===== config.mk =====
export PLATFORM = sky130hd
export DESIGN_NAME = gecnt_top
export DESIGN_NICKNAME = d
export VERILOG_FILES = /design/src/hdl/gecnt_pkg.sv /design/src/hdl/gecnt_edge.sv /design/src/hdl/gecnt_top.sv
export SDC_FILE = /design/constraint.sdc
export NUM_CORES = 1
export LEC_CHECK = 0
export BUFFER_PORTS_ARGS = -buffer_cell sky130_fd_sc_hd__buf_2
export CORE_MARGIN = 1.5
export CORE_UTILIZATION = 40
export CTS_BUF_LIST = sky130_fd_sc_hd__clkbuf_2
export CTS_CLUSTER_SIZE = 10
export DETAILED_ROUTE_END_ITERATION = 7
export SYNTH_ARGS = -nofsm -noshare
export SYNTH_HDL_FRONTEND = slang
export SYNTH_SLANG_ARGS = --single-unit
export TNS_END_PERCENT = 10

===== constraint.sdc =====
create_clock -name core_clk -period 10.6 [get_ports core_clk]
set_input_delay 1.06 -clock core_clk [delete_from_list [all_inputs] [get_ports core_clk]]
set_output_delay 1.06 -clock core_clk [all_outputs]
set_load 0.005 [all_outputs]

===== src/hdl/gecnt_pkg.sv =====
// Package for the gated event counter: offsets, fields, modes and timing
package gecnt_pkg;

    // ****************************************
    // Register map
    // ****************************************
    localparam logic [3:0] CTRL_OFS    = 4'h0;
    localparam logic [3:0] DIV_OFS     = 4'h4;
    localparam logic [3:0] COUNT_OFS   = 4'h8;
    localparam logic [3:0] STATUS_OFS  = 4'hC;

    // ****************************************
    // Control fields
    // ****************************************
    localparam int CTRL_GATE_LSB  = 0;
    localparam int CTRL_EDGE_BIT  = 4;
    localparam int CTRL_TB_BIT    = 5;
    localparam int CTRL_START_BIT = 8;
    localparam int CTRL_STOP_BIT  = 9;
    localparam int CTRL_CLR_BIT   = 10;

    localparam logic [31:0] CTRL_RESET = 32'h0000_0000;
    localparam logic [31:0] DIV_RESET  = 32'h0000_0001;
    localparam logic [31:0] CNT_RESET  = 32'h0000_0000;

    // ****************************************
    // Modes and states
    // ****************************************
    typedef enum logic [2:0] {
        GECNT_GATE_NONE = 3'h0,
        GECNT_GATE_HIGH = 3'h1,
        GECNT_GATE_LOW  = 3'h2,
        GECNT_GATE_RISE = 3'h3,
        GECNT_GATE_FALL = 3'h4
    } gecnt_gate_t;

    typedef enum logic [1:0] {
        GECNT_IDLE  = 2'b00,
        GECNT_ARMED = 2'b01,
        GECNT_RUN   = 2'b11
    } gecnt_state_t;

    typedef struct packed {
        logic [3:0]  addr;
        logic [31:0] wdata;
        logic        wr;
        logic        rd;
    } gecnt_bus_t;

    typedef struct packed {
        gecnt_gate_t gate_mode;
        logic        edge_fall;
        logic        use_timebase;
    } gecnt_cfg_t;

    localparam int SYNC_STAGES = 2;

endpackage


===== src/hdl/gecnt_edge.sv =====
// Pin synchroniser with rising and falling edge detection
`timescale 1ns/1ps
module gecnt_edge (
    input  wire logic core_clk,
    input  wire logic rst_b,
    input  wire logic pin,
    output logic      level,
    output logic      rise,
    output logic      fall
);

    logic meta_ff;
    logic sync_ff;
    logic prev_ff;

    always_ff @(posedge core_clk or negedge rst_b) begin
        if (!rst_b) begin
            meta_ff <= 1'b0;
            sync_ff <= 1'b0;
            prev_ff <= 1'b0;
        end else begin
            meta_ff <= pin;
            sync_ff <= meta_ff;
            prev_ff <= sync_ff;
        end
    end

    assign level = sync_ff;
    assign rise  = sync_ff & ~prev_ff;
    assign fall  = ~sync_ff & prev_ff;

endmodule


===== src/hdl/gecnt_top.sv =====
// Gated event counter: register port, gate control and event accumulation
//
// Contract
// - Each qualifying transition on the event source pin counts as one event.
// - Gate mode 0 ignores the gate and counts right after the start command.
// - Gate mode 1 counts only while the gate is high after start.
// - Gate mode 2 counts only while the gate is low after start.
// - Gate mode 3 waits after start for a gate rising edge, then counts.
// - Gate mode 4 waits after start for a gate falling edge, then counts.
// - Source edge 0 counts rising transitions and 1 counts falling ones.
// - The timebase setting selects internal timebase cycles or source pin edges.
//
// Local design decisions: the placing of the registers and the address-and-strobe port.
`timescale 1ns/1ps
module gecnt_top #(
    parameter int CNT_W = 32
) (
    input  wire logic        core_clk,
    input  wire logic        rst_b,
    input  wire logic [3:0]  reg_addr,
    input  wire logic [31:0] reg_wdata,
    input  wire logic        reg_wr,
    input  wire logic        reg_rd,
    output logic      [31:0] reg_rdata,
    input  wire logic        event_source_pin,
    input  wire logic        count_gate_pin,
    output logic             counting
);

    // ****************************************
    // Declarations
    // ****************************************
    gecnt_pkg::gecnt_bus_t   bus;
    gecnt_pkg::gecnt_cfg_t   cfg_ff;
    gecnt_pkg::gecnt_state_t state_ff;
    gecnt_pkg::gecnt_state_t nxt_state;
    logic [31:0]      div_ff;
    logic [31:0]      tb_cnt_ff;
    logic             tb_tick;
    logic [CNT_W-1:0] count_ff;
    logic [31:0]      rdata_ff;
    logic             counting_ff;
    logic             src_lvl, src_rise, src_fall;
    logic             gate_lvl, gate_rise, gate_fall;
    logic             start_cmd, stop_cmd, clr_cmd;
    logic             src_evt;
    logic             gate_ok;
    logic             cnt_en;

    assign bus = '{addr: reg_addr, wdata: reg_wdata, wr: reg_wr, rd: reg_rd};

    gecnt_edge u_src (
        .core_clk (core_clk),
        .rst_b    (rst_b),
        .pin      (event_source_pin),
        .level    (src_lvl),
        .rise     (src_rise),
        .fall     (src_fall)
    );

    gecnt_edge u_gate (
        .core_clk (core_clk),
        .rst_b    (rst_b),
        .pin      (count_gate_pin),
        .level    (gate_lvl),
        .rise     (gate_rise),
        .fall     (gate_fall)
    );

    function automatic logic hit(input logic [3:0] a, input logic [3:0] ofs);
        hit = (a == ofs);
    endfunction

    function automatic gecnt_pkg::gecnt_gate_t mode_of(input logic [31:0] d);
        if (d[gecnt_pkg::CTRL_GATE_LSB +: 3] > 3'h4) begin
            mode_of = gecnt_pkg::GECNT_GATE_NONE;
        end else begin
            mode_of = gecnt_pkg::gecnt_gate_t'(d[gecnt_pkg::CTRL_GATE_LSB +: 3]);
        end
    endfunction

    // ****************************************
    // Configuration and commands
    // ****************************************
    assign start_cmd = bus.wr && hit(bus.addr, gecnt_pkg::CTRL_OFS)
                       && bus.wdata[gecnt_pkg::CTRL_START_BIT];
    assign stop_cmd  = bus.wr && hit(bus.addr, gecnt_pkg::CTRL_OFS)
                       && bus.wdata[gecnt_pkg::CTRL_STOP_BIT];
    assign clr_cmd   = bus.wr && hit(bus.addr, gecnt_pkg::CTRL_OFS)
                       && bus.wdata[gecnt_pkg::CTRL_CLR_BIT];

    always_ff @(posedge core_clk or negedge rst_b) begin
        if (!rst_b) begin
            cfg_ff <= gecnt_pkg::gecnt_cfg_t'(5'h00);
        end else if (bus.wr && hit(bus.addr, gecnt_pkg::CTRL_OFS)) begin
            cfg_ff.gate_mode    <= mode_of(bus.wdata);
            cfg_ff.edge_fall    <= bus.wdata[gecnt_pkg::CTRL_EDGE_BIT];
            cfg_ff.use_timebase <= bus.wdata[gecnt_pkg::CTRL_TB_BIT];
        end
    end

    always_ff @(posedge core_clk or negedge rst_b) begin
        if (!rst_b) begin
            div_ff <= gecnt_pkg::DIV_RESET;
        end else if (bus.wr && hit(bus.addr, gecnt_pkg::DIV_OFS)) begin
            div_ff <= (bus.wdata == 32'h0000_0000) ? 32'h0000_0001 : bus.wdata;
        end
    end

    // ****************************************
    // Internal timebase divider
    // ****************************************
    always_ff @(posedge core_clk or negedge rst_b) begin
        if (!rst_b) begin
            tb_cnt_ff <= 32'h0000_0000;
        end else if (tb_tick) begin
            tb_cnt_ff <= 32'h0000_0000;
        end else begin
            tb_cnt_ff <= tb_cnt_ff + 32'h0000_0001;
        end
    end

    assign tb_tick = (tb_cnt_ff >= div_ff - 32'h0000_0001);

    // Timebase ticks or selected source transition
    always_comb begin
        if (cfg_ff.use_timebase) begin
            src_evt = tb_tick;
        end else if (cfg_ff.edge_fall) begin
            src_evt = src_fall;
        end else begin
            src_evt = src_rise;
        end
    end

    // ****************************************
    // Gate state machine
    // ****************************************
    always_comb begin
        nxt_state = state_ff;
        case (state_ff)
            gecnt_pkg::GECNT_IDLE: begin
                // Start obeys the gate mode written in the same word
                if (start_cmd) begin
                    if (mode_of(bus.wdata) == gecnt_pkg::GECNT_GATE_RISE ||
                        mode_of(bus.wdata) == gecnt_pkg::GECNT_GATE_FALL) begin
                        nxt_state = gecnt_pkg::GECNT_ARMED;
                    end else begin
                        nxt_state = gecnt_pkg::GECNT_RUN;
                    end
                end
            end
            gecnt_pkg::GECNT_ARMED: begin
                if ((cfg_ff.gate_mode == gecnt_pkg::GECNT_GATE_RISE && gate_rise) ||
                    (cfg_ff.gate_mode == gecnt_pkg::GECNT_GATE_FALL && gate_fall)) begin
                    nxt_state = gecnt_pkg::GECNT_RUN;
                end
            end
            default: begin
                nxt_state = state_ff;
            end
        endcase
        if (stop_cmd) begin
            nxt_state = gecnt_pkg::GECNT_IDLE;
        end
    end

    always_ff @(posedge core_clk or negedge rst_b) begin
        if (!rst_b) begin
            state_ff <= gecnt_pkg::GECNT_IDLE;
        end else begin
            state_ff <= nxt_state;
        end
    end

    always_comb begin
        case (cfg_ff.gate_mode)
            gecnt_pkg::GECNT_GATE_HIGH: gate_ok = gate_lvl;
            gecnt_pkg::GECNT_GATE_LOW:  gate_ok = ~gate_lvl;
            default:                    gate_ok = 1'b1;
        endcase
    end

    assign cnt_en = (state_ff == gecnt_pkg::GECNT_RUN) && gate_ok;

    // ****************************************
    // Event accumulator
    // ****************************************
    always_ff @(posedge core_clk or negedge rst_b) begin
        if (!rst_b) begin
            count_ff <= CNT_W'(gecnt_pkg::CNT_RESET);
        end else if (clr_cmd) begin
            count_ff <= CNT_W'(gecnt_pkg::CNT_RESET);
        end else if (cnt_en && src_evt) begin
            count_ff <= count_ff + CNT_W'(1);
        end
    end

    always_ff @(posedge core_clk or negedge rst_b) begin
        if (!rst_b) begin
            counting_ff <= 1'b0;
        end else begin
            counting_ff <= (nxt_state == gecnt_pkg::GECNT_RUN);
        end
    end

    assign counting = counting_ff;

    // ****************************************
    // Read port
    // ****************************************
    always_ff @(posedge core_clk or negedge rst_b) begin
        if (!rst_b) begin
            rdata_ff <= 32'h0000_0000;
        end else if (bus.rd) begin
            if (hit(bus.addr, gecnt_pkg::CTRL_OFS)) begin
                rdata_ff <= {26'h0, cfg_ff.use_timebase, cfg_ff.edge_fall,
                             1'b0, cfg_ff.gate_mode};
            end else if (hit(bus.addr, gecnt_pkg::DIV_OFS)) begin
                rdata_ff <= div_ff;
            end else if (hit(bus.addr, gecnt_pkg::COUNT_OFS)) begin
                rdata_ff <= 32'(count_ff);
            end else if (hit(bus.addr, gecnt_pkg::STATUS_OFS)) begin
                rdata_ff <= {28'h0, gate_lvl, src_lvl, state_ff};
            end else begin
                rdata_ff <= 32'h0000_0000;
            end
        end else begin
            rdata_ff <= 32'h0000_0000;
        end
    end

    assign reg_rdata = rdata_ff;

    // ****************************************
    // Checks
    // ****************************************
    property p_cnt_step;
        @(posedge core_clk) disable iff (!rst_b)
        (cnt_en && src_evt && !clr_cmd) |=> (count_ff == $past(count_ff) + CNT_W'(1));
    endproperty
    a_cnt_step: assert property (p_cnt_step) else $error("count did not step");

    property p_cnt_hold;
        @(posedge core_clk) disable iff (!rst_b)
        (!(cnt_en && src_evt) && !clr_cmd) |=> $stable(count_ff);
    endproperty
    a_cnt_hold: assert property (p_cnt_hold) else $error("count moved while idle");

    property p_mode0_start;
        @(posedge core_clk) disable iff (!rst_b)
        (state_ff == gecnt_pkg::GECNT_IDLE && start_cmd && !stop_cmd &&
         mode_of(bus.wdata) == gecnt_pkg::GECNT_GATE_NONE)
        |=> (state_ff == gecnt_pkg::GECNT_RUN) && cnt_en;
    endproperty
    a_mode0_start: assert property (p_mode0_start) else $error("mode 0 not running");

    property p_high_gate;
        @(posedge core_clk) disable iff (!rst_b)
        (cfg_ff.gate_mode == gecnt_pkg::GECNT_GATE_HIGH && !gate_lvl) |-> !cnt_en;
    endproperty
    a_high_gate: assert property (p_high_gate) else $error("counted with gate low");

    property p_low_gate;
        @(posedge core_clk) disable iff (!rst_b)
        (cfg_ff.gate_mode == gecnt_pkg::GECNT_GATE_LOW && gate_lvl) |-> !cnt_en;
    endproperty
    a_low_gate: assert property (p_low_gate) else $error("counted with gate high");

    property p_rise_arm;
        @(posedge core_clk) disable iff (!rst_b)
        (state_ff == gecnt_pkg::GECNT_ARMED && !stop_cmd &&
         cfg_ff.gate_mode == gecnt_pkg::GECNT_GATE_RISE && gate_rise)
        |=> state_ff == gecnt_pkg::GECNT_RUN;
    endproperty
    a_rise_arm: assert property (p_rise_arm) else $error("rise edge not taken");

    property p_fall_arm;
        @(posedge core_clk) disable iff (!rst_b)
        (state_ff == gecnt_pkg::GECNT_ARMED && !gate_fall && !stop_cmd &&
         cfg_ff.gate_mode == gecnt_pkg::GECNT_GATE_FALL)
        |=> state_ff == gecnt_pkg::GECNT_ARMED;
    endproperty
    a_fall_arm: assert property (p_fall_arm) else $error("left armed early");

    property p_edge_sel;
        @(posedge core_clk) disable iff (!rst_b)
        (!cfg_ff.use_timebase && cfg_ff.edge_fall) |-> (src_evt == src_fall);
    endproperty
    a_edge_sel: assert property (p_edge_sel) else $error("wrong source edge");

    property p_src_count;
        @(posedge core_clk) disable iff (!rst_b)
        (!cfg_ff.use_timebase && !cfg_ff.edge_fall && cnt_en && !clr_cmd &&
         $rose(src_lvl)) |=> count_ff == $past(count_ff) + CNT_W'(1);
    endproperty
    a_src_count: assert property (p_src_count) else $error("source edge lost");

    property p_tb_sel;
        @(posedge core_clk) disable iff (!rst_b)
        cfg_ff.use_timebase |-> (src_evt == tb_tick);
    endproperty
    a_tb_sel: assert property (p_tb_sel) else $error("timebase not selected");

endmodule


==> Word level (Yosys, flattened, before mapping) <==
Cells that the tools add are included.
W data, S select, Z words.
{ "op_classes": {"mux": 20, "reduce_logical": 15, "n_addsub": 3, "magnitude_cmp": 2, "eq_ne": 12, "n_bitwise": 8} }
{ "op_table": {"columns": ["op", "count"], "rows": [
  ["$mux W32", 8],
  ["$add A32 B1 Y32 const B", 2],
  ["$ge A32 B32 Y1", 1],
  ["$logic_not A32 Y1", 1],
  ["$sub A32 B1 Y32 const B", 1],
  ["$eq A3 B2 Y1 const B", 3],
  ["$logic_and A1 B1 Y1", 9],
  ["$mux W3", 3],
  ["$eq A4 B4 Y1 const B", 2],
  ["$mux W2", 4],
  ["$eq A3 B3 Y1 const B", 2],
  ["$and A1 B1 Y1", 4],
  ["$eq A2 B2 Y1 const B", 2],
  ["$eq A4 B3 Y1 const B", 1],
  ["$logic_not A4 Y1", 1],
  ["$mux W4", 1],
  ["$not A1 Y1", 4],
  ["$pmux W2 S2", 1],
  ["$eq A3 B1 Y1 const B", 1],
  ["$gt A3 B3 Y1 const B", 1],
  ["$eq A2 B1 Y1 const B", 1],
  ["$logic_not A2 Y1", 1],
  ["$logic_or A1 B1 Y1", 2],
  ["$mux W1", 2],
  ["2 further kinds", 2]
]} }
{ "word_totals": {"ff_bits": 142, "word_cells": 75, "in_bits": 42} }

==> Depth between registers and ports, before layout <==
{ "logic_depth": {"depth_word": 12, "ltp_mapped": 18} }

==> Hierarchy <==
Synthesis repeated with hierarchy kept, for this count alone.
{ "hier_totals": {"hier_cells": 750, "area_unflattened_um2": 7576.0} }
{ "modules_own_cells": {"columns": ["module", "area_per_inst_um2", "cells_per_inst", "seq_area_each_um2", "n_inst"], "rows": [
  ["gecnt_top", 7395.8, 740, 3404.5, 1],
  ["gecnt_edge", 90.1, 5, 75.1, 2]
]} }

==> Worst setup path after synthesis <==
OpenSTA, ideal clock, no wires.
{ "synth_timing": {"path_kind": "register to register", "from": "reg div_ff[14]", "to": "reg count_ff[1]", "setup_time_ps": 124, "period_less_slack_ps": 4695, "t_arrival_ps": 4570, "path_slack_ps": 5905, "required_ps": 10476, "path_stages_with_launch": 18, "path_buffers": 2, "path_cell_list": "dfrtp_1 -> or3_1 -> or3_4 -> or3_4 -> or4_4 -> or2_4 -> nor3_2 -> xnor2_1 -> ha_1 -> a21o_1 -> a21o_1 -> a221oi_1 -> o31ai_1 -> a311oi_2 -> clkbuf_1 -> buf_2 -> nor2_1 -> mux2i_1"} }
{ "synth_between": {"elab_chain_len": 5} }
{ "synth_lines": {"columns": ["item", "line", "text"], "rows": [
  ["from (decl)", "gecnt_top.sv:37", "logic [31:0] div_ff;"],
  ["from (signal assigned)", "gecnt_top.sv:104", "div_ff <= gecnt_pkg::DIV_RESET;"],
  ["from (signal assigned)", "gecnt_top.sv:106", "div_ff <= (bus.wdata == 32'h0000_0000) ? 32'h0000_0001 : bus.wdata;"],
  ["$sub A32 B1 Y32", "gecnt_top.sv:123", "assign tb_tick = (tb_cnt_ff >= div_ff - 32'h0000_0001);"],
  ["$ge A32 B32 Y1", "gecnt_top.sv:123", null],
  ["$mux W1", "gecnt_top.sv:127", "if (cfg_ff.use_timebase) begin"],
  ["$logic_and A1 B1 Y1", "gecnt_top.sv:194", "end else if (cnt_en && src_evt) begin"],
  ["$reduce_bool A2 Y1 (no source line)", null, null],
  ["to (signal assigned)", "gecnt_top.sv:191", "count_ff <= CNT_W'(gecnt_pkg::CNT_RESET);"],
  ["to (signal assigned)", "gecnt_top.sv:193", "count_ff <= CNT_W'(gecnt_pkg::CNT_RESET);"],
  ["to (signal assigned)", "gecnt_top.sv:195", "count_ff <= count_ff + CNT_W'(1);"],
  ["to (decl)", "gecnt_top.sv:40", "logic [CNT_W-1:0] count_ff;"]
]} }
No other way between the ends.
A chain may end at the register's enable or synchronous reset.

==> Worst setup path in the final report <==
{ "layout_timing": {"from": "reg div_ff[8]", "to": "reg count_ff[28]"} }
The elaborated chain is that of the path after synthesis.

==> impl_metrics.ini <==
[outcome]
status = finished, final reports clean

[synth]
syn_nets = 847
async_flop_share = 1.00
synth_area_sq_mm = 0.00764
synth_warnings = 0
synth-seq-cells = 142
synthAdderAreaFrac = 0.0573
yosysUniqueCellTypes = 51
yosysTopAreaCellShare = 0.462
synthMuxAreaShare = 0.0584
synth_edf_count = 0
yosysTopAreaCell = dfrtp_1
synthSimpleGateAreaFrac = 0.220
synth.avg_cell_area_sq_um = 9.93
netlist_instances = 770
synth_compound_area_frac = 0.110
synth-main-ff-cell = dfrtp_1
synthXorXnorAreaFrac = 0.0665
yosysMostFrequentCell = dfrtp_1
synth_top_family_by_area = simple AND/OR/NAND/NOR gates
synth.top_cells.by_count = dfrtp_1, nor2_1, nand2_1
synth_area_leaders = dfrtp_1, ha_1, mux2_2
yosysSeqAreaShare = 0.465

[setup_path]
start_kind = flop
crit_type = flop to flop
reg2reg_from = div_ff[8]
crit_required_ps = 11250
cpMaxStageDelayCell = nor4_1
rrSetupSlack_ps = 5520
path_max_fanout = 63
r2r_end = count_ff[28]
end_kind = flop
cp_num_buf_inv = 1
critPathTopFamily = simple AND/OR/NAND/NOR gates
cp_cell_sequence = nor4_1, nand4_1, or3_4, or4_4, or2_4, nor3_2, xnor2_1, ha_1, a21o_1, a21o_1, a221oi_1, o31ai_1, a311oi_4, buf_4, o31ai_1, a21oi_1
worstRegToRegCells = 16
worstPathArrival_ps = 5730
slowest_delay_ps = 530

[cells_and_area]
syn2layout_area_growth_pct = 11.2
layout-drive-gt1-share = 0.184
fin_util = 0.455
nFillCells = 1795
stdcell_area_sq_mm = 0.00850
nNetsFinal = 914

[power_and_ir_drop]
p_total_mw = 1.39
power_density_mw_per_mm2 = 164
ir_worst_vdd_mv = 0.0760
leakagePower_nw = 3.74

[global_routing]
grt_usage = 0.207
grt_max_degree = 73
antenna_found_initial = 1
grt_pass1_vias = 5916
grt_pass1_wl_mm = 32.1
overflow = 0

[floorplan]
core_area_sq_mm = 0.0187
fp.dieW_microns = 141
start_util = 0.409
die_h_microns = 141
io_pins = 75
rows = 50
design.die.area_sq_mm = 0.0199

[route]
drc = 0
ant_nets = 0
routed_via_density = 5.72
drtPass1Iterations = 6
num_vias = 6204
wirelength_mm = 19.6
wire_per_inst_microns = 18.1
drt_iter0_drc = 529

[cts]
cts_max_level = 4
numCtsBuffers = 17
cts_tree = built
clock_sinks = 142
cts_resized = 0
clk_pin_slew_ps = 220
clockBufferDepth = 2
ctsRootBufferMaster = clkbuf_2
hold_buffers = 0
clk_latency_ps = 710
cts_setup_buffers = 0

[placement]
pre_cts_slack_ps = 5640
place_area_sq_mm = 0.00826
hpwl_mm = 13.8
gp_congestion = 0.856
port_buffers = 74

[sta]
fin_crit_sh = 0.480
max_slew.worst_pin.slew_ps = 1140
layout_min_cycle_time_ps = 5080
relSlewSlack = 0.242
finalMaxSlewViolations = 0
setup_ws_ps = 5520
setup_viol = 0
fin_skew_ps = 39.1
fmax_mhz = 197
setup-tns-final_ps = 0
rsz0062_at_grt = no
hold_viol = 0

[min_path]
hold_path.class = input pin to async pin

[run]
max_cap_viol_count = 0
==> through the flow <==
stage / instances / hold WS, ps
finish: 1084 / 312
global route: 1084 / 300
CTS: 1083 / 290
detailed placement: 1052 / 335
global placement: 1052 / 336
floorplan: 770 / 331
==> layout by cell type, fill, tap and decap left out, types with 2 or more instances in the layout <==
| cell type | n |
|---|---|
| and3b_1 | 2 |
| clkbuf_2 | 18 |
| nand2_1 | 59 |
| buf_4 | 6 |
| nor2_1 | 92 |
| o211ai_1 | 5 |
| nand2b_1 | 4 |
| mux4_2 | 3 |
| mux2i_1 | 3 |
| ha_1 | 35 |
| xor2_1 | 29 |
| nor3_1 | 16 |
| and2_1 | 8 |
| buf_2 | 73 |
| or2_2 | 2 |
| nor3_2 | 2 |
| a21oi_1 | 43 |
| o31ai_1 | 27 |
| a21o_1 | 2 |
| xnor2_1 | 29 |
| nand4_1 | 20 |
| mux2_2 | 31 |
| a221oi_1 | 3 |
| a22oi_1 | 26 |
| nand3_1 | 32 |
| dfrtp_1 | 141 |
| a211oi_1 | 2 |
| o21ai_0 | 14 |
| nor2b_1 | 2 |
| or4_1 | 31 |
| clkinv_2 | 4 |
| and4_1 | 4 |
| inv_1 | 15 |
| and3_1 | 16 |
| clkinvlp_4 | 3 |
| or3_1 | 6 |
| bufinv_16 | 3 |
| nor4_1 | 17 |
| or3_4 | 2 |
| clkinv_1 | 2 |
==> sequential cells by signal (all words and copies together) (netlist names) <==
signal,count
count_ff,32
div_ff,32
reg_rdata,32
tb_cnt_ff,32
cfg_ff,5
state_ff,2
counting,1
u_gate.level,1
u_gate.meta_ff,1
u_gate.prev_ff,1
u_src.level,1
u_src.meta_ff,1
u_src.prev_ff,1
==> logic make-up (layout without fill, tap and decap cells) <==
kind of cell	count (synthesis)	count (layout)
other	0	1
XOR/XNOR	58	58
adder cells (fa/ha/maj)	35	35
AND/OR/NAND/NOR	323	323
AO/OA/AOI/OAI	128	128
multiplexers	37	37
buffers and inverters	47	126
flip-flops	142	142
==> power breakdown <==
group	switching (mW)	internal, mW
combinational	0.170	0.145
clock	0.201	0.128
sequential	0.124	0.625
==> final cells by class <==
type / instances / area [sq um] / area share
multi-input combinational: 581 / 3940 / 0.463
clock buffer: 18 / 90.1 / 0.0106
clock inverter: 13 / 149 / 0.0175
timing repair buffer: 80 / 422 / 0.0496
antenna: 1 / 2.50 / 0.000294
sequential: 142 / 3550 / 0.418
tap: 234 / 293 / 0.0344
inverter: 15 / 56.3 / 0.00662
==> layer usage <==
metal | GRT usage | wire length [microns] | share of wire | vias up
met5 | 0 | 0 | 0 | -
met4 | 0.0565 | 323 | 0.016 | 0
met3 | 0.0428 | 999 | 0.051 | 18
met2 | 0.321 | 8820 | 0.45 | 172
met1 | 0.293 | 9450 | 0.48 | 3058
li1 | - | - | - | 2956
==> how the worst max path moves through the flow <==
stage                    start            to  slack [ps]  cells after the start
floorplan           div_ff[14]   count_ff[1]        5910                     17
global placement    div_ff[14]   count_ff[4]        5750                     16
detailed placement   div_ff[8]   count_ff[7]        5640                     16
CTS                  div_ff[7]   count_ff[3]        5590                     16
global route         div_ff[6]   count_ff[6]        5090                     16
finish               div_ff[8]  count_ff[28]        5520                     16
Note: power is estimated with default switching activity, not from simulation.
